<file path="src/rtl/mic_regs_pkg.sv">
// Register map, field layout and reset values of the microphone result block
package mic_regs_pkg;

  // Register byte offsets
  localparam logic [11:0] OFS_CONTROL = 12'h000;
  localparam logic [11:0] OFS_MODE = 12'h004;
  localparam logic [11:0] OFS_SAMPLE = 12'h014;
  localparam logic [11:0] OFS_IRQ_ENABLE = 12'h018;
  localparam logic [11:0] OFS_IRQ_DISABLE = 12'h01C;
  localparam logic [11:0] OFS_IRQ_MASK = 12'h020;
  localparam logic [11:0] OFS_IRQ_STATUS = 12'h024;
  localparam logic [11:0] OFS_FILTER_A = 12'h058;
  localparam logic [11:0] OFS_FILTER_B = 12'h05C;
  localparam logic [11:0] OFS_WP_MODE = 12'h0E4;
  localparam logic [11:0] OFS_WP_STATUS = 12'h0E8;

  // Reset values
  localparam logic [31:0] RST_MODE = 32'h00F00000;
  localparam logic [31:0] RST_FILTER_A = 32'h00000000;
  localparam logic [31:0] RST_FILTER_B = 32'h00000001;

  // Writable bits
  localparam logic [31:0] WMASK_MODE = 32'h00007F00;
  localparam logic [31:0] WMASK_FILTER_A = 32'h0000FFFE;
  localparam logic [31:0] WMASK_FILTER_B = 32'hFFFF7FFF;

  // Field positions
  localparam int CTRL_SOFT_RESET_BIT = 0;
  localparam int CTRL_RUN_BIT = 4;
  localparam int DIVIDER_LSB = 8;
  localparam int DIVIDER_W = 7;
  localparam int FILTER_A_SIZE_BIT = 3;
  localparam int IRQ_READY_BIT = 24;
  localparam int IRQ_OVERRUN_BIT = 25;
  localparam int IRQ_RX_DONE_BIT = 27;
  localparam int IRQ_RX_FULL_BIT = 28;
  localparam int QUEUED_LSB = 16;
  localparam int QUEUED_W = 8;
  localparam int WP_ON_BIT = 0;
  localparam int WP_FLAG_BIT = 0;
  localparam int WP_SRC_LSB = 8;
  localparam int WP_SRC_W = 16;
  localparam int SAMPLE_W = 16;

endpackage

</file>
<file path="src/rtl/mic_bitstream_controller.sv">
// Result storage, flags, DMA trigger, interrupt mask and APB registers
`timescale 1ns/1ps
module mic_bitstream_controller #(
  parameter int ADDR_W = 12
) (
  // Clock and reset
  input wire logic core_clk_i,
  input wire logic nrst_i,
  input wire logic clk_en_i,
  // APB slave
  input wire logic psel_i,
  input wire logic penable_i,
  input wire logic pwrite_i,
  input wire logic [ADDR_W-1:0] paddr_i,
  input wire logic [31:0] pwdata_i,
  output logic [31:0] prdata_o,
  output logic pready_o,
  output logic pslverr_o,
  // Filtered samples
  input wire logic sample_valid_i,
  input wire logic [31:0] sample_data_i,
  input wire logic [mic_regs_pkg::QUEUED_W-1:0] queued_sample_count_i,
  // DMA channel
  input wire logic dma_rx_counter_zero_i,
  input wire logic dma_rx_next_counter_zero_i,
  input wire logic dma_counter_write_i,
  output logic dma_req_o,
  output logic [mic_regs_pkg::SAMPLE_W-1:0] dma_data_o,
  // Filter and microphone controls
  output logic conversion_run_o,
  output logic soft_reset_o,
  output logic mic_sample_clock_o,
  output logic [31:0] filter_config_a_o,
  output logic [31:0] filter_config_b_o,
  // Interrupt
  output logic irq_o
);

  typedef struct packed {
    logic run;
    logic [31:0] mode;
    logic [31:0] sample;
    logic ready;
    logic overrun;
    logic [3:0] mask;
    logic [31:0] filt_a;
    logic [31:0] filt_b;
    logic wp_on;
    logic wp_flag;
    logic [mic_regs_pkg::WP_SRC_W-1:0] wp_src;
    logic [31:0] rdata;
    logic rd_fresh;
    logic dma_req;
    logic soft_reset_bit;
    logic irq;
  } ctrl_state_t;

  localparam ctrl_state_t RESET_STATE = '{
    run: 1'b0,
    mode: mic_regs_pkg::RST_MODE,
    sample: 32'h00000000,
    ready: 1'b0,
    overrun: 1'b0,
    mask: 4'h0,
    filt_a: mic_regs_pkg::RST_FILTER_A,
    filt_b: mic_regs_pkg::RST_FILTER_B,
    wp_on: 1'b0,
    wp_flag: 1'b0,
    wp_src: 16'h0000,
    rdata: 32'h00000000,
    rd_fresh: 1'b0,
    dma_req: 1'b0,
    soft_reset_bit: 1'b0,
    irq: 1'b0
  };

  ctrl_state_t st_r;
  ctrl_state_t st_nxt;

  logic rx_done;
  logic rx_full;
  logic [11:0] ofs;

  // Word-aligned byte offset
  assign ofs = 12'({paddr_i[ADDR_W-1:2], 2'b00});

  // Address decode shared by read and write paths
  function automatic logic hit(input logic [11:0] a, input logic [11:0] r);
    hit = (a == r);
  endfunction

  // Maps the four interrupt sources onto their status and mask bit positions
  function automatic logic [31:0] place_sources(input logic [3:0] s);
    logic [31:0] v;
    v = 32'h00000000;
    v[mic_regs_pkg::IRQ_READY_BIT] = s[0];
    v[mic_regs_pkg::IRQ_OVERRUN_BIT] = s[1];
    v[mic_regs_pkg::IRQ_RX_DONE_BIT] = s[2];
    v[mic_regs_pkg::IRQ_RX_FULL_BIT] = s[3];
    place_sources = v;
  endfunction

  function automatic logic [3:0] pick_sources(input logic [31:0] v);
    pick_sources = {v[mic_regs_pkg::IRQ_RX_FULL_BIT], v[mic_regs_pkg::IRQ_RX_DONE_BIT],
                    v[mic_regs_pkg::IRQ_OVERRUN_BIT], v[mic_regs_pkg::IRQ_READY_BIT]};
  endfunction

  logic setup;
  logic wr;
  logic rd;
  logic sample_taken;
  logic store;
  logic overrun_evt;
  logic protected_hit;
  logic [31:0] read_mux;
  logic [3:0] status_nxt;

  assign setup = psel_i && !penable_i;
  assign wr = psel_i && penable_i && pwrite_i;
  assign rd = psel_i && penable_i && !pwrite_i;

  // Read data, captured in the setup phase
  always_comb begin
    read_mux = 32'h00000000;
    if (hit(ofs, mic_regs_pkg::OFS_CONTROL)) begin
      read_mux[mic_regs_pkg::CTRL_RUN_BIT] = st_r.run;
    end else if (hit(ofs, mic_regs_pkg::OFS_MODE)) begin
      read_mux = st_r.mode;
    end else if (hit(ofs, mic_regs_pkg::OFS_SAMPLE)) begin
      read_mux = st_r.sample;
    end else if (hit(ofs, mic_regs_pkg::OFS_IRQ_MASK)) begin
      read_mux = place_sources(st_r.mask);
    end else if (hit(ofs, mic_regs_pkg::OFS_IRQ_STATUS)) begin
      read_mux = place_sources({rx_full, rx_done, st_r.overrun, st_r.ready});
      read_mux[mic_regs_pkg::QUEUED_LSB +: mic_regs_pkg::QUEUED_W] = queued_sample_count_i;
    end else if (hit(ofs, mic_regs_pkg::OFS_FILTER_A)) begin
      read_mux = st_r.filt_a;
    end else if (hit(ofs, mic_regs_pkg::OFS_FILTER_B)) begin
      read_mux = st_r.filt_b;
    end else if (hit(ofs, mic_regs_pkg::OFS_WP_MODE)) begin
      read_mux[mic_regs_pkg::WP_ON_BIT] = st_r.wp_on;
    end else if (hit(ofs, mic_regs_pkg::OFS_WP_STATUS)) begin
      read_mux[mic_regs_pkg::WP_FLAG_BIT] = st_r.wp_flag;
      read_mux[mic_regs_pkg::WP_SRC_LSB +: mic_regs_pkg::WP_SRC_W] = st_r.wp_src;
    end
  end

  // a read clears ready unless a new result landed after capture
  assign sample_taken = rd && hit(ofs, mic_regs_pkg::OFS_SAMPLE) && !st_r.rd_fresh;
  // store only while running and nothing unread, or the unread result is taken this cycle
  assign store = sample_valid_i && st_r.run && (!st_r.ready || sample_taken);
  // new result while ready is still set
  assign overrun_evt = sample_valid_i && st_r.run && st_r.ready && !sample_taken;
  assign protected_hit = hit(ofs, mic_regs_pkg::OFS_MODE) ||
                         hit(ofs, mic_regs_pkg::OFS_FILTER_A) ||
                         hit(ofs, mic_regs_pkg::OFS_FILTER_B);

  always_comb begin
    st_nxt = st_r;
    st_nxt.dma_req = 1'b0;
    st_nxt.soft_reset_bit = 1'b0;
    if (setup) begin
      st_nxt.rdata = read_mux;
      st_nxt.rd_fresh = 1'b0;
    end
    if (store && (setup || st_r.rd_fresh)) begin
      st_nxt.rd_fresh = 1'b1;
    end
    if (sample_taken) begin
      st_nxt.ready = 1'b0;
    end
    // clear on status read, only what was reported
    if (rd && hit(ofs, mic_regs_pkg::OFS_IRQ_STATUS) &&
        st_r.rdata[mic_regs_pkg::IRQ_OVERRUN_BIT]) begin
      st_nxt.overrun = 1'b0;
    end
    if (rd && hit(ofs, mic_regs_pkg::OFS_WP_STATUS) &&
        st_r.rdata[mic_regs_pkg::WP_FLAG_BIT]) begin
      st_nxt.wp_flag = 1'b0;
    end
    if (wr) begin
      if (hit(ofs, mic_regs_pkg::OFS_CONTROL)) begin
        // run bit starts and stops conversions
        st_nxt.run = pwdata_i[mic_regs_pkg::CTRL_RUN_BIT];
        st_nxt.soft_reset_bit = pwdata_i[mic_regs_pkg::CTRL_SOFT_RESET_BIT];
      end else if (protected_hit && st_r.wp_on) begin
        st_nxt.wp_flag = 1'b1;
        st_nxt.wp_src = {{(mic_regs_pkg::WP_SRC_W - 12){1'b0}}, ofs};
      end else if (hit(ofs, mic_regs_pkg::OFS_MODE)) begin
        st_nxt.mode = (st_r.mode & ~mic_regs_pkg::WMASK_MODE) |
                      (pwdata_i & mic_regs_pkg::WMASK_MODE);
      end else if (hit(ofs, mic_regs_pkg::OFS_FILTER_A)) begin
        st_nxt.filt_a = pwdata_i & mic_regs_pkg::WMASK_FILTER_A;
      end else if (hit(ofs, mic_regs_pkg::OFS_FILTER_B)) begin
        st_nxt.filt_b = pwdata_i & mic_regs_pkg::WMASK_FILTER_B;
      end else if (hit(ofs, mic_regs_pkg::OFS_IRQ_ENABLE)) begin
        st_nxt.mask = st_r.mask | pick_sources(pwdata_i);
      end else if (hit(ofs, mic_regs_pkg::OFS_IRQ_DISABLE)) begin
        st_nxt.mask = st_r.mask & ~pick_sources(pwdata_i);
      end else if (hit(ofs, mic_regs_pkg::OFS_WP_MODE)) begin
        st_nxt.wp_on = pwdata_i[mic_regs_pkg::WP_ON_BIT];
      end
    end
    if (store) begin
      // 16-bit result unless 32-bit size is selected
      if (st_r.filt_a[mic_regs_pkg::FILTER_A_SIZE_BIT]) begin
        st_nxt.sample = sample_data_i;
      end else begin
        st_nxt.sample = {16'h0000, sample_data_i[mic_regs_pkg::SAMPLE_W-1:0]};
      end
      st_nxt.ready = 1'b1;
      st_nxt.dma_req = 1'b1;
    end
    if (overrun_evt) begin
      st_nxt.overrun = 1'b1;
    end
    status_nxt = {rx_full, rx_done, st_nxt.overrun, st_nxt.ready};
    st_nxt.irq = |(status_nxt & st_nxt.mask);
    // soft reset restores every reset value
    if (st_r.soft_reset_bit) begin
      st_nxt = RESET_STATE;
    end
  end

  always_ff @(posedge core_clk_i or negedge nrst_i) begin
    if (!nrst_i) begin
      st_r <= RESET_STATE;
    end else if (clk_en_i) begin
      st_r <= st_nxt;
    end
  end

  mic_clock_divider #(
    .DIV_W(mic_regs_pkg::DIVIDER_W)
  ) u_divider (
    .core_clk_i(core_clk_i),
    .nrst_i(nrst_i),
    .clk_en_i(clk_en_i),
    .run_i(st_r.run),
    .clear_i(st_r.soft_reset_bit),
    .divider_i(st_r.mode[mic_regs_pkg::DIVIDER_LSB +: mic_regs_pkg::DIVIDER_W]),
    .mic_sample_clock_o(mic_sample_clock_o)
  );

  rx_buffer_status u_rx_status (
    .core_clk_i(core_clk_i),
    .nrst_i(nrst_i),
    .clk_en_i(clk_en_i),
    .clear_i(st_r.soft_reset_bit),
    .count_zero_i(dma_rx_counter_zero_i),
    .next_count_zero_i(dma_rx_next_counter_zero_i),
    .counter_write_i(dma_counter_write_i),
    .rx_count_done_flag_o(rx_done),
    .rx_buffers_full_flag_o(rx_full)
  );

  assign prdata_o = st_r.rdata;
  assign pready_o = 1'b1;
  assign pslverr_o = 1'b0;
  assign dma_data_o = st_r.sample[mic_regs_pkg::SAMPLE_W-1:0];
  assign dma_req_o = st_r.dma_req;
  assign conversion_run_o = st_r.run;
  assign soft_reset_o = st_r.soft_reset_bit;
  assign filter_config_a_o = st_r.filt_a;
  assign filter_config_b_o = st_r.filt_b;
  assign irq_o = st_r.irq;

endmodule

</file>
<file path="src/rtl/mic_clock_divider.sv">
// Divider that makes the microphone sample clock from the core clock
`timescale 1ns/1ps
module mic_clock_divider #(
  parameter int DIV_W = 7
) (
  // Clock and reset
  input wire logic core_clk_i,
  input wire logic nrst_i,
  input wire logic clk_en_i,
  // Control
  input wire logic run_i,
  input wire logic clear_i,
  input wire logic [DIV_W-1:0] divider_i,
  // Clock out
  output logic mic_sample_clock_o
);

  typedef struct packed {
    logic [DIV_W-1:0] cnt;
    logic clk;
  } div_state_t;

  div_state_t st_r;
  div_state_t st_nxt;

  always_comb begin
    st_nxt = st_r;
    if (clear_i || !run_i) begin
      st_nxt = '0;
    end else if (st_r.cnt >= divider_i) begin
      st_nxt.cnt = '0;
      st_nxt.clk = ~st_r.clk;
    end else begin
      st_nxt.cnt = st_r.cnt + 1'b1;
    end
  end

  always_ff @(posedge core_clk_i or negedge nrst_i) begin
    if (!nrst_i) begin
      st_r <= '0;
    end else if (clk_en_i) begin
      st_r <= st_nxt;
    end
  end

  assign mic_sample_clock_o = st_r.clk;

endmodule

</file>
<file path="src/rtl/rx_buffer_status.sv">
// Receive-done and buffers-full flags driven by the DMA counters
`timescale 1ns/1ps
module rx_buffer_status (
  // Clock and reset
  input wire logic core_clk_i,
  input wire logic nrst_i,
  input wire logic clk_en_i,
  input wire logic clear_i,
  // DMA counter state
  input wire logic count_zero_i,
  input wire logic next_count_zero_i,
  input wire logic counter_write_i,
  // Flags
  output logic rx_count_done_flag_o,
  output logic rx_buffers_full_flag_o
);

  typedef struct packed {
    logic done;
    logic full;
    logic zero_q;
    logic both_q;
  } rx_state_t;

  rx_state_t st_r;
  rx_state_t st_nxt;
  logic both_zero;

  assign both_zero = count_zero_i && next_count_zero_i;

  // set on reaching zero, cleared by counter write, set wins
  always_comb begin
    st_nxt = st_r;
    st_nxt.zero_q = count_zero_i;
    st_nxt.both_q = both_zero;
    if (counter_write_i) begin
      st_nxt.done = 1'b0;
      st_nxt.full = 1'b0;
    end
    if (count_zero_i && !st_r.zero_q) begin
      st_nxt.done = 1'b1;
    end
    if (both_zero && !st_r.both_q) begin
      st_nxt.full = 1'b1;
    end
    if (clear_i) begin
      st_nxt = '0;
    end
  end

  always_ff @(posedge core_clk_i or negedge nrst_i) begin
    if (!nrst_i) begin
      st_r <= '0;
    end else if (clk_en_i) begin
      st_r <= st_nxt;
    end
  end

  assign rx_count_done_flag_o = st_r.done;
  assign rx_buffers_full_flag_o = st_r.full;

endmodule

</file>
<file path="config.mk">
export PLATFORM = sky130hd
export DESIGN_NAME = mic_bitstream_controller
export DESIGN_NICKNAME = d
export VERILOG_FILES = /design/src/rtl/mic_regs_pkg.sv /design/src/rtl/mic_bitstream_controller.sv /design/src/rtl/mic_clock_divider.sv /design/src/rtl/rx_buffer_status.sv
export SDC_FILE = /design/constraint.sdc
export NUM_CORES = 1
export LEC_CHECK = 0
export ABC_AREA = 1
export BUFFER_PORTS_ARGS = -buffer_cell sky130_fd_sc_hd__clkbuf_2
export CAP_MARGIN = 20
export CORE_ASPECT_RATIO = 0.75
export CORE_MARGIN = 4
export CORE_UTILIZATION = 58
export CTS_CLUSTER_DIAMETER = 40
export CTS_CLUSTER_SIZE = 28
export DETAILED_ROUTE_END_ITERATION = 8
export MAX_ROUTING_LAYER = met4
export PLACE_DENSITY = 0.86
export SKIP_CTS_REPAIR_TIMING = 1
export SYNTH_ARGS = -nofsm -noshare
export SYNTH_HDL_FRONTEND = slang
export SYNTH_SLANG_ARGS = --single-unit
</file>
<file path="constraint.sdc">
create_clock -name core_clk_i -period 5.4 [get_ports core_clk_i]
set_input_delay 0 -clock core_clk_i [delete_from_list [all_inputs] [get_ports core_clk_i]]
set_output_delay 0 -clock core_clk_i [all_outputs]
set_load 0.02 [all_outputs]
</file>
# After elaboration in Yosys (flattened, before gate mapping)
# Cells that the tools add are included.
word_totals:
  reg_bits: 201
  word_cells: 162
  out_inout_bits: 119
  in_bits: 94
classes:
  n_addsub: 1
  bitwise: 6
  n_eq_ne: 17
  order_cmp: 1
  mux: 56
  n_reduce_logical: 59
ops:
  columns: ["operator", "count"]
  rows:
  - ["two-way mux 32 bit", 11]
  - ["two-way mux 189 bit", 1]
  - ["two-way mux 86 bit", 2]
  - ["two-way mux 69 bit", 2]
  - ["two-way mux 33 bit", 4]
  - ["two-way mux 16 bit", 3]
  - ["OR 32 x 15 -> 32 bit", 1]
  - ["equality test 10 x 3 -> 1 bit, second input constant", 3]
  - ["two-way mux 27 bit", 1]
  - ["two-way mux 4 bit", 6]
  - ["equality test 10 x 4 -> 1 bit, second input constant", 2]
  - ["equality test 10 x 5 -> 1 bit, second input constant", 2]
  - ["equality test 10 x 6 -> 1 bit, second input constant", 2]
  - ["two-way mux 1 bit", 20]
  - ["nonzero test 2 bit", 10]
  - ["logical AND 1 bit", 19]
  - ["two-way mux 17 bit", 1]
  - ["two-way mux 8 bit", 2]
  - ["two-way mux 7 bit", 2]
  - ["inequality test 2 bit, second input constant", 7]
  - ["logical NOT 12 bit", 1]
  - ["AND reduction 2 bit", 6]
  - ["equality test 10 x 1 -> 1 bit, second input constant", 1]
  - ["AND reduction 10 bit", 1]
  - ["other kinds (16)", 30]

# Longest topological paths before layout
# Gate-level depths: netlist of the first run.
logic_depth:
  depth_word: 13
  mapped_depth: 13
  depth_no_buf: 13

# Modules after synthesis
# From an unflattened synthesis of the first run, not the netlist that was laid out.
unflattened:
  hier_cells: 1090
  area_unflattened_um2: 8543.2
by_module_without_submodules:
  columns: ["module", "cells_per_inst", "area_each_um2", "instances", "seq_area_each_um2"]
  rows:
  - ["mic_bitstream_controller", 978, 7724.9, 1, 3530.9]
  - ["mic_clock_divider", 87, 624.3, 1, 200.2]
  - ["rx_buffer_status", 25, 193.9, 1, 100.1]

# Worst setup path before layout of the first run
# Ideal clock, no wire load.
synth_path:
  kind: "register to register"
  from: "register st_r, in the netlist soft_reset_o"
  to: "register st_r, in the netlist prdata_o[28]"
  n_path_buf: 2
  setup_time_ns: 0.076
  slack_ns: 3.492
  period_less_slack_ns: 1.908
  stages_incl_launch_ff: 11
  required_ns: 5.324
  arrival_time_ns: 1.832
  path_cell_list: "dfrtp_1 > buf_4 > inv_2 > a21oi_2 > inv_2 > nor3_2 > nand2_1 > inv_1 > buf_2 > o211ai_1 > o21ai_1"
synth_via:
  elab_chain_cells: 2
  elab_cells_between_ends: 3
  classes_between: "mux (1); reduce/logical (2)"
synth_lines:
  columns: ["element", "line", "source"]
  rows:
  - ["start, declared", "mic_bitstream_controller.sv:77", "ctrl_state_t st_r;"]
  - ["start signal, assigned", "mic_bitstream_controller.sv:229", "st_r <= st_nxt;"]
  - ["nonzero test 2 bit (no line)", null, null]
  - ["AND reduction 2 bit (no line)", null, null]
# Parallel ways exist; a longest one is shown, timed or not.
# A chain may end at the register's enable or synchronous reset.

# Final worst setup path of the first run
layout_path:
  from: "register st_r, in the netlist soft_reset_o"
  to: "register st_r, in the netlist prdata_o[27]"
# The elaborated chain is that of the path after synthesis.

==> summary.txt, run 1 <==
STA
  – Tmin final: 3.32 ns
  – Worst Slack Setup Final: 2.08 ns
  – Final setup vio count: 0
  – Final Hold Fails: 3
  – Slew Limit Fails: 0
  – RSZ-0062 raised after global routing: false
  – Final setup TNS: 0 ns
  – Max Freq: 301 MHz
  – Slew HR: 34.3%
  – Worst slew pin tran: 0.983 ns
  – Worst hold margin: -0.0328 ns
  – Skew final: 0.0131 ns
  – Final period utilization: 61.5%

Layout
  – Nets: 1312
  – Ant. Diodes: 0
  – Ratio of cells with drive above 1 in the final layout: 20.8%
  – Area Overhead vs Synth: 17.7%

Status
  – Failing checks: negative hold slack
  – Status: finished, violations left

Global route
  – Vias in the first global route: 7199
  – Total gr overflow: 0
  – GRT Resource Usage Total: 29.7%
  – Initial antenna violation count: 0
  – Largest net degree at the start of global routing: 85
  – First-pass GRT wire length: 38000 um

Detailed routing
  – WL final: 26000 um
  – Avg WL per Cell: 18.3 um
  – Vias per cell: 5.63
  – Routed Antenna Nets: 0
  – Iteration-0 DRC Markers: 955
  – Drt pass-1 iters: 6
  – Vias: 7983
  – Drt drc: 0

Logic synthesis
  – Post-synthesis sequential area ratio: 45.3%
  – Post-Syn Area: 8450 um^2
  – Dominant cells by area after synthesis: dfrtp_1, nand2_1, buf_4, nand3_1, inv_1
  – Synth Warn #: 0
  – Prevailing post-synth register cell: dfrtp_1
  – Cell with the most instances after synthesis: nand2_1
  – Synth async-reset ratio: 100%
  – Synth cell count leaders: nand2_1, dfrtp_1, buf_4
  – Yosys cell types: 42
  – Register bit total from synthesis: 153
  – Largest area contributor in the synthesized netlist: dfrtp_1
  – Syn Area/Cell: 7.96 um^2
  – Area share of the largest cell type after synthesis: 44.7%
  – Gate count after technology mapping: 1062
  – Post-synth EDFFs: 0

Placed design
  – Hpwl dp: 17400 um
  – PortBufs: 190
  – Placer Congestion: 0.981
  – Worst slack at placement: 2.21 ns

CTS
  – H-tree Lvls: 4
  – Clk slew on worst S/H paths: 0.07 ns
  – Clock Latency Late Sink: 0.42 ns
  – Clk Tree Root Cell: clkbuf_16
  – TritonCTS buffer count: 17
  – TritonCTS clock tree: built
  – Max clock buf depth: 2
  – Clk sinks: 153

Floorplanning
  – Io pins: 213
  – Die height: 113 um
  – Die width: 147 um
  – Die Area: 16600 um^2
  – Core area: 14000 um^2
  – Row cnt: 37
  – Starting Density: 60.4%

Setup path
  – Critical path peak fanout: 34
  – Launching element type of the critical path: flop
  – Critical Path RT: 5.74 ns
  – Critical Path Max Stage Delay: 0.57 ns
  – Crit path DAT: 3.66 ns
  – CP max stage cell: dfrtp_1
  – CP Class: reg2reg
  – Worst path most repeated cell: inv_2
  – Setup crit end kind: flop
  – Sequence of cells on the critical path: inv_2 > a21oi_2 > inv_2 > nor3_2 > nand2_1 > inv_1 > o211ai_1 > o21ai_0

Job
  – Max Cap Viol: 0

Worst hold path
  – HP Class: in2reg

Pwr
  – Worst VDD drop: 0.204 mV
  – Power per cell area: 293 nW/um^2
  – Leakage: 5.08 nW
==> stage by stage <==
| stage | power (W) | std cells | util (%) | cell area [um^2] |
|---|---|---|---|---|
| floorplan | 0.00162 | 1080 | - | 8520 |
| global placement | 0.00172 | 1318 | 62.2 | 8700 |
| detailed placement | 0.00173 | 1318 | 62.2 | 8700 |
| CTS | 0.00286 | 1350 | 66.2 | 9260 |
| global route | 0.00302 | 1418 | 71.1 | 9940 |
| finish | 0.00291 | 1418 | 71.1 | 9940 |
==> final timing paths <==
path	endpoint	depth (start not counted)	slack (ns)	from
worst max-delay path	prdata_o[27]$_DFFE_PN0P_	8	2.08	soft_reset_o$_DFFE_PN0P_
worst min-delay path	st_r[123]$_DFFE_PN0P_	5	-0.03	sample_valid_i
worst max register to register	prdata_o[27]$_DFFE_PN0P_	8	2.08	soft_reset_o$_DFFE_PN0P_
worst min register to register	u_rx_status.rx_count_done_flag_o$_DFFE_PN0P_	1	0.47	u_rx_status.st_r[1]$_DFFE_PN0P_
max in group asynchronous	u_divider.st_r[1]$_DFFE_PN0P_	3	3.75	nrst_i
min in group asynchronous	prdata_o[19]$_DFFE_PN0P_	2	0.18	nrst_i
==> sequential cells by signal, indices dropped and copies added (netlist names), 2 cells and up <==
signal	cells
dma_data_o	16
filter_config_a_o	15
u_divider.st_r	7
st_r	43
prdata_o	32
filter_config_b_o	31
u_rx_status.st_r	2
==> final cells by class <==
type | instances | area [um^2]
well taps | 195 | 244
multi-input cells | 661 | 3200
clock inverters | 13 | 120
inverters | 115 | 432
flip-flops and latches | 153 | 3830
clock buffers | 19 | 443
fillers | 1071 | 4040
repair buffers | 262 | 1670
==> report_power, final <==
| group | switching (W) | internal [W] |
|---|---|---|
| clock network | 0.000491 | 0.000649 |
| registers | 0.0000650 | 0.00123 |
| logic | 0.000306 | 0.000167 |
==> cells by family (layout without fill, tap and decap cells) <==
| logic type | Yosys count | after routing | share of synthesized area (%) |
|---|---|---|---|
| AO/OA/AOI/OAI | 192 | 192 | 12.9 |
| buffers and inverters | 266 | 409 | 17.6 |
| AND/OR/NAND/NOR | 436 | 436 | 22.3 |
| flip-flops | 153 | 153 | 45.3 |
| adder cells (fa/ha/maj) | 8 | 8 | 1.18 |
| other | 2 | 20 | 0.0889 |
| XOR/XNOR | 5 | 5 | 0.518 |
==> per-layer routing <==
metal | vias up | track usage, % | wire length, um
li1 | 3630 | - | -
met5 | - | - | 0
met2 | 520 | 43.9 | 12100
met3 | 66 | 7.26 | 2970
met1 | 3767 | 41.5 | 10300
met4 | 0 | 7.76 | 590
==> cell usage in the layout, fill, tap and decap left out, types with 3 or more instances in the layout <==
cell / n
a21oi_1: 24
a221oi_1: 5
a22o_1: 5
buf_4: 4
clkbuf_16: 17
clkbuf_2: 189
clkinvlp_4: 6
conb_1: 20
dfrtp_1: 151
dlygate4sd3_1: 68
ha_1: 8
inv_1: 107
inv_2: 6
inv_6: 3
nand2_1: 265
nand2_4: 3
nand3_1: 96
nand4_1: 11
nor2_1: 40
nor2_2: 7
nor3_1: 5
o211ai_1: 15
o21ai_0: 68
o21ai_1: 42
o22ai_1: 23
xor2_1: 3
==> worst max-delay path, delay by kind of cell (launching register included) <==
| kind | cells | cell delay, ns |
|---|---|---|
| DFF | 1 | 0.57 |
| buffers and inverters | 3 | 1.12 |
| and+or+nand+nor | 2 | 0.78 |
| AOI/OAI and AO/OA | 3 | 0.75 |
Note: power is estimated with default switching activity, not from simulation.
==> inputs of run 2 (changes only) <==
--- a/config.mk
+++ b/config.mk
@@ -10,12 +10,12 @@
 export CAP_MARGIN = 20
 export CORE_ASPECT_RATIO = 0.75
 export CORE_MARGIN = 4
-export CORE_UTILIZATION = 58
+export CORE_UTILIZATION = 54
 export CTS_CLUSTER_DIAMETER = 40
 export CTS_CLUSTER_SIZE = 28
 export DETAILED_ROUTE_END_ITERATION = 8
 export MAX_ROUTING_LAYER = met4
-export PLACE_DENSITY = 0.86
+export PLACE_DENSITY = 0.81
 export SKIP_CTS_REPAIR_TIMING = 1
 export SYNTH_ARGS = -nofsm -noshare
 export SYNTH_HDL_FRONTEND = slang
==> constraint.sdc (replaced) <==
create_clock -name core_clk_i -period 3.2 [get_ports core_clk_i]
set_input_delay 0 -clock core_clk_i [delete_from_list [all_inputs] [get_ports core_clk_i]]
set_output_delay 0 -clock core_clk_i [all_outputs]
set_load 0.02 [all_outputs]
==> run 2 against run 1 <==
The flow still finishes with violations (negative hold slack). Wire length shrank 0.83%. Final cell count grew 1.5%. Power rose by 83%. Maximum frequency up 31%. Sequential cell count did not move. Sequential share of layout area is 0.91 points lower. Register-to-register slack got worse by 1.4 ns. Clock skew fell by 0.0055 ns. Clock-buffer cell count shrank 1.
==> summary.txt, run 2 (synthesis results as in run 1) <==
Layout
  – Ratio of cells with drive above 1 in the final layout: 21.2% (+0.48 points)
  – Max FFs per register: 43 (unchanged)
  – Area Overhead vs Synth: 20.5%
  – Nets: 1322 (+0.76%)
  – Layout Utilization: 66.7% (-4.4 points)
  – Most common cell after layout, fill and taps aside: nand2_1
  – Commonest cells after routing, fill and taps aside: nand2_1, clkbuf_2, dfrtp_1
  – Top reg by flops: st_r

Floorplanning
  – Die height: 116 um (+3.4%)
  – Row cnt: 39 (+5.4%)
  – Io pins: 213 (unchanged)
  – Starting Density: 55.3% (-5.1 points)
  – Die width: 152 um (+3.4%)
  – Die Area: 17700 um^2 (+6.9%)
  – Core area: 15300 um^2 (+9.2%)

STA
  – Tmin final: 2.54 ns (-0.786 ns)
  – Max Freq: 394 MHz (+31%)
  – Skew final: 0.00762 ns (-0.00549 ns)
  – Final setup TNS: 0 ns (unchanged)
  – Worst hold margin: -0.0400 ns (-0.00722 ns)
  – Final Hold Fails: 6 (+3)
  – Slew HR: 38.5% (+4.2 points)
  – RSZ-0062 raised after global routing: false
  – Final period utilization: 79.3% (+18 points)
  – Slew Limit Fails: 0 (unchanged)
  – Worst slew pin tran: 0.914 ns (-0.0697 ns)
  – Final setup vio count: 0 (unchanged)
  – Worst Slack Setup Final: 0.664 ns (-1.41 ns)

Detailed routing
  – Drt drc: 0 (unchanged)
  – Drt pass-1 iters: 7 (+1)
  – Vias: 7769 (-2.7%)
  – WL final: 25700 um (-0.83%)
  – Routed Antenna Nets: 0 (unchanged)
  – Avg WL per Cell: 17.9 um (-2.3%)
  – Vias per cell: 5.40 (-4.1%)
  – Iteration-0 DRC Markers: 823 (-14%)

Setup path
  – CP delay by family, top: buffers and inverters
  – Sequence of cells on the critical path: inv_2 > a21oi_2 > inv_2 > nor3_2 > nand2_1 > inv_1 > o211ai_1 > o21ai_0
  – Critical path startpoint: soft_reset_o$_DFFE_PN0P_
  – Worst r2r dst: prdata_o[25]$_DFFE_PN0P_
  – Launching element type of the critical path: flop
  – Critical path peak fanout: 28 (-18%)
  – Setup crit end kind: flop
  – CP Class: reg2reg
  – Crit path DAT: 2.89 ns (-0.77 ns)
  – Worst reg2reg startpoint: soft_reset_o$_DFFE_PN0P_
  – R2R depth: 8 (unchanged)
  – CP Depth: 8 (unchanged)
  – Reg2reg setup slack: 0.66 ns (-1.41 ns)
  – Critical Path Max Stage Delay: 0.55 ns (-0.02 ns)
  – CP max stage cell: dfrtp_1
  – Critical Path RT: 3.55 ns (-2.19 ns)
  – Worst path bufs/invs: 3 (unchanged)
  – Crit path to: prdata_o[25]$_DFFE_PN0P_
  – Worst path most repeated cell: inv_2

Global route
  – Initial antenna violation count: 1 (+1)
  – Total gr overflow: 0 (unchanged)
  – GRT Resource Usage Total: 28.9% (-0.87 points)
  – Vias in the first global route: 7112 (-1.2%)
  – First-pass GRT wire length: 38700 um (+2.0%)
  – Largest net degree at the start of global routing: 82 (-3.5%)

CTS
  – H-tree Lvls: 4 (unchanged)
  – TritonCTS clock tree: built
  – Clk Tree Root Cell: clkbuf_16
  – Clk slew on worst S/H paths: 0.06 ns (about the same)
  – Clk sinks: 153 (unchanged)
  – Max clock buf depth: 2 (unchanged)
  – TritonCTS buffer count: 17 (unchanged)
  – Clock Latency Late Sink: 0.43 ns (about the same)

Pwr
  – Total design power: 0.00533 W (+83%)
  – Sw Pwr: 0.00147 W (+71%)
  – P_int: 0.00386 W (+89%)
  – Worst VDD drop: 0.321 mV (+57%)
  – Clk pwr share: 43.9% (+4.7 points)
  – Power per cell area: 524 nW/um^2 (+79%)
  – Sw Share: 27.6% (-2.0 points)
  – Sequential Power Share: 41.0% (-3.6 points)
  – Combinational Power Share: 15.2% (-1.1 points)
  – Leakage: 5.20 nW (+2.3%)

Worst hold path
  – HP Class: in2reg
  – Beginning of the worst hold path: queued_sample_count_i[0]

Placed design
  – PortBufs: 190 (unchanged)
  – Hpwl dp: 18000 um (+3.3%)
  – Worst slack at placement: 0.753 ns (-1.46 ns)
  – Placer Congestion: 0.957 (-2.5%)

Job
  – Max Cap Viol: 0 (unchanged)

Status
  – Status: finished, violations left
  – Failing checks: negative hold slack
[run 2: cell type report]
| cell class | count | area, um^2 |
|---|---|---|
| timing repair buffer | 272 | 1780 |
| clock buffer | 18 | 439 |
| antenna | 1 | 2.50 |
| tap | 205 | 256 |
| sequential | 153 | 3830 |
| clock inverter | 14 | 243 |
| fill | 1230 | 5090 |
| multi-input combinational | 661 | 3200 |
| inverter | 115 | 432 |
[run 2: through the flow]
stage	hold WS [ns]	instance area, um^2	instances
floorplan	-0.296	8520	1080
global placement	0.0529	8790	1335
detailed placement	0.0440	8790	1335
CTS	-0.408	9470	1367
global route	0.00463	10200	1439
finish	-0.0400	10200	1439
[run 2: power by group through the flow]
stage               Sequential, W  Combinational (W)  Clock, W
finish                    0.00218           0.000808   0.00234
global route              0.00220           0.000893   0.00242
CTS                       0.00218           0.000732   0.00235
detailed placement        0.00221           0.000725         0
global placement          0.00221           0.000706         0
floorplan                 0.00220           0.000534         0
[run 2: how the worst min path moves through the flow]
| stage | to | slack (ns) | depth (start not counted) |
|---|---|---|---|
| floorplan | conversion_run_o$_DFFE_PN0P_ | -0.30 | 0 |
| global placement | prdata_o[8]$_DFFE_PN0P_ | 0.05 | 1 |
| detailed placement | prdata_o[8]$_DFFE_PN0P_ | 0.04 | 1 |
| CTS | prdata_o[8]$_DFFE_PN0P_ | -0.41 | 1 |
| global route | st_r[120]$_DFFE_PN0P_ | 0.005 | 2 |
| finish | prdata_o[16]$_DFFE_PN0P_ | -0.04 | 5 |
[run 2: worst register-to-register path, cell delays in order, from the launching register on]
cell	delay, ns
dfrtp_1	0.55
inv_2	0.30
a21oi_2	0.38
inv_2	0.07
nor3_2	0.28
nand2_1	0.18
inv_1	0.38
o211ai_1	0.14
o21ai_0	0.18
[run 2: layer usage]
layer | GRT usage [%] | wire (um) | up-vias
met5 | - | 0 | -
met2 | 43.8 | 11900 | 404
met1 | 39.6 | 11100 | 3655
met4 | 8.13 | 521 | 0
met3 | 6.56 | 2260 | 47
li1 | - | - | 3663
==> inputs of run 3 (changes only) <==
--- a/config.mk
+++ b/config.mk
@@ -10,12 +10,12 @@
 export CAP_MARGIN = 20
 export CORE_ASPECT_RATIO = 0.75
 export CORE_MARGIN = 4
-export CORE_UTILIZATION = 54
+export CORE_UTILIZATION = 49
 export CTS_CLUSTER_DIAMETER = 40
 export CTS_CLUSTER_SIZE = 28
 export DETAILED_ROUTE_END_ITERATION = 8
 export MAX_ROUTING_LAYER = met4
-export PLACE_DENSITY = 0.81
+export PLACE_DENSITY = 0.77
 export SKIP_CTS_REPAIR_TIMING = 1
 export SYNTH_ARGS = -nofsm -noshare
 export SYNTH_HDL_FRONTEND = slang
==> constraint.sdc (replaced) <==
create_clock -name core_clk_i -period 2.3 [get_ports core_clk_i]
set_input_delay 0 -clock core_clk_i [delete_from_list [all_inputs] [get_ports core_clk_i]]
set_output_delay 0 -clock core_clk_i [all_outputs]
set_load 0.02 [all_outputs]
==> run 3 against run 2 <==
The run still ends with negative hold slack left. Setup slack worse by 0.49 ns. Clock-buffer cell count up 2. First-iteration DRC count down 7.2%. Register-to-register slack worse by 0.49 ns. Maximum frequency up 19%. Via count up 0.79%. Hold slack better by 0.014 ns. Largest power group is now sequential cells. Final cell count up 2.1%. Design area up 0.79%. Critical endpoint is now prdata_o[27]$_DFFE_PN0P_. Sequential cell count unchanged. Die area up 9.6%.
==> summary.txt, run 3 (synthesis results as in run 1) <==
Placed design
  – Placer Congestion: 0.950 (-0.68%)
  – PortBufs: 190 (unchanged)
  – Area after DPL: 8970 um^2 (+2.1%)
  – Hpwl dp: 18800 um (+4.6%)

Detailed routing
  – Vias per cell: 5.33 (-1.3%)
  – Vias: 7830 (+0.79%)
  – Drt pass-1 iters: 5 (-2)
  – WL final: 26600 um (+3.5%)
  – Iteration-0 DRC Markers: 764 (-7.2%)
  – Routed Antenna Nets: 0 (unchanged)
  – Drt drc: 0 (unchanged)
  – Avg WL per Cell: 18.1 um (+1.4%)

STA
  – Slew HR: 52.2% (+14 points)
  – Skew final: 0.00933 ns (+0.00172 ns)
  – Final period utilization: 92.4% (+13 points)
  – Worst hold margin: -0.0264 ns (+0.0137 ns)
  – Final setup vio count: 0 (unchanged)
  – Slew Limit Fails: 0 (unchanged)
  – Final setup TNS: 0 ns (unchanged)
  – Final Hold Fails: 5 (-1)
  – RSZ-0062 raised after global routing: false
  – Tmin final: 2.13 ns (-0.411 ns)
  – Worst slew pin tran: 0.717 ns (-0.197 ns)
  – Max Freq: 470 MHz (+19%)

Layout
  – Nets: 1344 (+1.7%)
  – Ant. Diodes: 0 (-1)
  – Ratio of cells with drive above 1 in the final layout: 22.4% (+1.2 points)
  – Top reg by flops: st_r
  – FILL cells: 1465 (+19%)
  – Sequential Area: 3830 um^2 (unchanged)
  – Most common cell after layout, fill and taps aside: nand2_1
  – Max FFs per register: 43 (unchanged)
  – Multi-input logic area: 3210 um^2 (+0.16%)
  – Commonest cells after routing, fill and taps aside: nand2_1, clkbuf_2, dfrtp_1
  – Post-route cell area: 10300 um^2 (+0.79%)
  – Area Overhead vs Synth: 21.5%
  – Layout Utilization: 60.8% (-5.9 points)

CTS
  – H-tree Lvls: 4 (unchanged)
  – TritonCTS clock tree: built
  – Clk Tree Root Cell: clkbuf_16
  – Clk sinks: 153 (unchanged)
  – TritonCTS buffer count: 17 (unchanged)
  – Clk slew on worst S/H paths: 0.06 ns (about the same)
  – Max clock buf depth: 2 (unchanged)
  – Clock Latency Late Sink: 0.42 ns (about the same)

Global route
  – Total gr overflow: 0 (unchanged)
  – Vias in the first global route: 7251 (+2.0%)
  – GRT Resource Usage Total: 26.6% (-2.3 points)
  – Largest net degree at the start of global routing: 58 (-29%)
  – Initial antenna violation count: 0 (-1)
  – First-pass GRT wire length: 38900 um (+0.55%)

Floorplanning
  – Die height: 122 um (+4.6%)
  – Die width: 160 um (+4.7%)
  – Die Area: 19400 um^2 (+9.6%)
  – Core area: 16900 um^2 (+11%)
  – Row cnt: 41 (+5.1%)
  – Io pins: 213 (unchanged)
  – Starting Density: 50.1% (-5.3 points)

Status
  – Failing checks: negative hold slack
  – Status: finished, violations left

Worst hold path
  – HP Class: in2reg
  – Worst Hold Depth: 3 (-2)

Setup path
  – Critical path startpoint: soft_reset_o$_DFFE_PN0P_
  – R2R depth: 8 (unchanged)
  – Crit path to: prdata_o[27]$_DFFE_PN0P_
  – Launching element type of the critical path: flop
  – CP Class: reg2reg
  – Worst r2r dst: prdata_o[27]$_DFFE_PN0P_
  – Worst reg2reg startpoint: soft_reset_o$_DFFE_PN0P_
  – Setup crit end kind: flop
  – Critical path peak fanout: 13 (-54%)
  – Crit path DAT: 2.47 ns (-0.42 ns)
  – Critical Path RT: 2.64 ns (-0.91 ns)
  – Reg2reg setup slack: 0.17 ns (-0.49 ns)

Job
  – Max Cap Viol: 0 (unchanged)

Pwr
  – Power per cell area: 663 nW/um^2 (+27%)
  – Leakage: 5.25 nW (+0.94%)
  – Worst VDD drop: 0.449 mV (+40%)
==> run 3: changes by cell type in the layout (fill, tap and decap cells not counted) <==
cell / before / now
nor3_2: 1 / 2
diode_2: 1 / 0
bufinv_16: 6 / 1
clkinvlp_4: 3 / 5
buf_12: 2 / 4
dlygate4sd3_1: 71 / 72
buf_4: 9 / 27
clkbuf_1: 0 / 2
buf_8: 0 / 1
inv_6: 3 / 1
nor3_1: 5 / 4
clkinv_2: 1 / 3
==> run 3: worst min path at each step <==
stage	startpoint	endpoint	slack, ns
final	clk_en_i	st_r[119]$_DFFE_PN0P_	-0.03
after global routing	clk_en_i	st_r[121]$_DFFE_PN0P_	0.004
after CTS	nrst_i	dma_data_o[1]$_DFFE_PN0P_	-0.47
after detailed placement	nrst_i	dma_data_o[1]$_DFFE_PN0P_	-0.007
after global placement	nrst_i	dma_data_o[1]$_DFFE_PN0P_	-0.01
after floorplan	nrst_i	conversion_run_o$_DFFE_PN0P_	-0.30
==> run 3: area by class of cell <==
cell class / instances / share of cell area, %
Inverter: 115 / 4.21
Timing Repair Buffer: 294 / 19.3
Tap cell: 215 / 2.62
Multi-Input combinational cell: 661 / 31.3
Clock inverter: 11 / 0.975
Sequential cell: 153 / 37.3
Clock buffer: 20 / 4.35
==> run 3: per-stage QoR <==
stage | std cells | power (W) | setup slack, ns
floorplan | 1080 | 0.00380 | 0.392
global placement | 1365 | 0.00409 | 0.163
detailed placement | 1365 | 0.00411 | 0.0195
CTS | 1396 | 0.00673 | 0.116
global route | 1469 | 0.00709 | 0.0435
finish | 1469 | 0.00681 | 0.175
==> run 3: metal layers <==
| layer | up-vias | routed length (um) | track usage, % |
|---|---|---|---|
| met3 | 41 | 2340 | 5.11 |
| met5 | - | 0 | - |
| met2 | 371 | 12200 | 38.6 |
| li1 | 3693 | - | - |
| met4 | 0 | 459 | 8.56 |
| met1 | 3725 | 11600 | 37.8 |
==> run 3: critical path, stage by stage (launching register included) <==
cell      delay [ns]
dfrtp_1         0.42
inv_2           0.11
a21oi_2         0.19
inv_2           0.06
nor3_2          0.28
nand2_1         0.20
inv_1           0.40
o211ai_1        0.17
o21ai_0         0.21
==> run 3: power breakdown <==
group	internal (W)	switching [W]	leakage, nW
Combinational	0.000417	0.000725	2.97
Clock	0.00151	0.00112	0.254
Sequential	0.00289	0.000148	2.02
Total	0.00482	0.00199	5.25
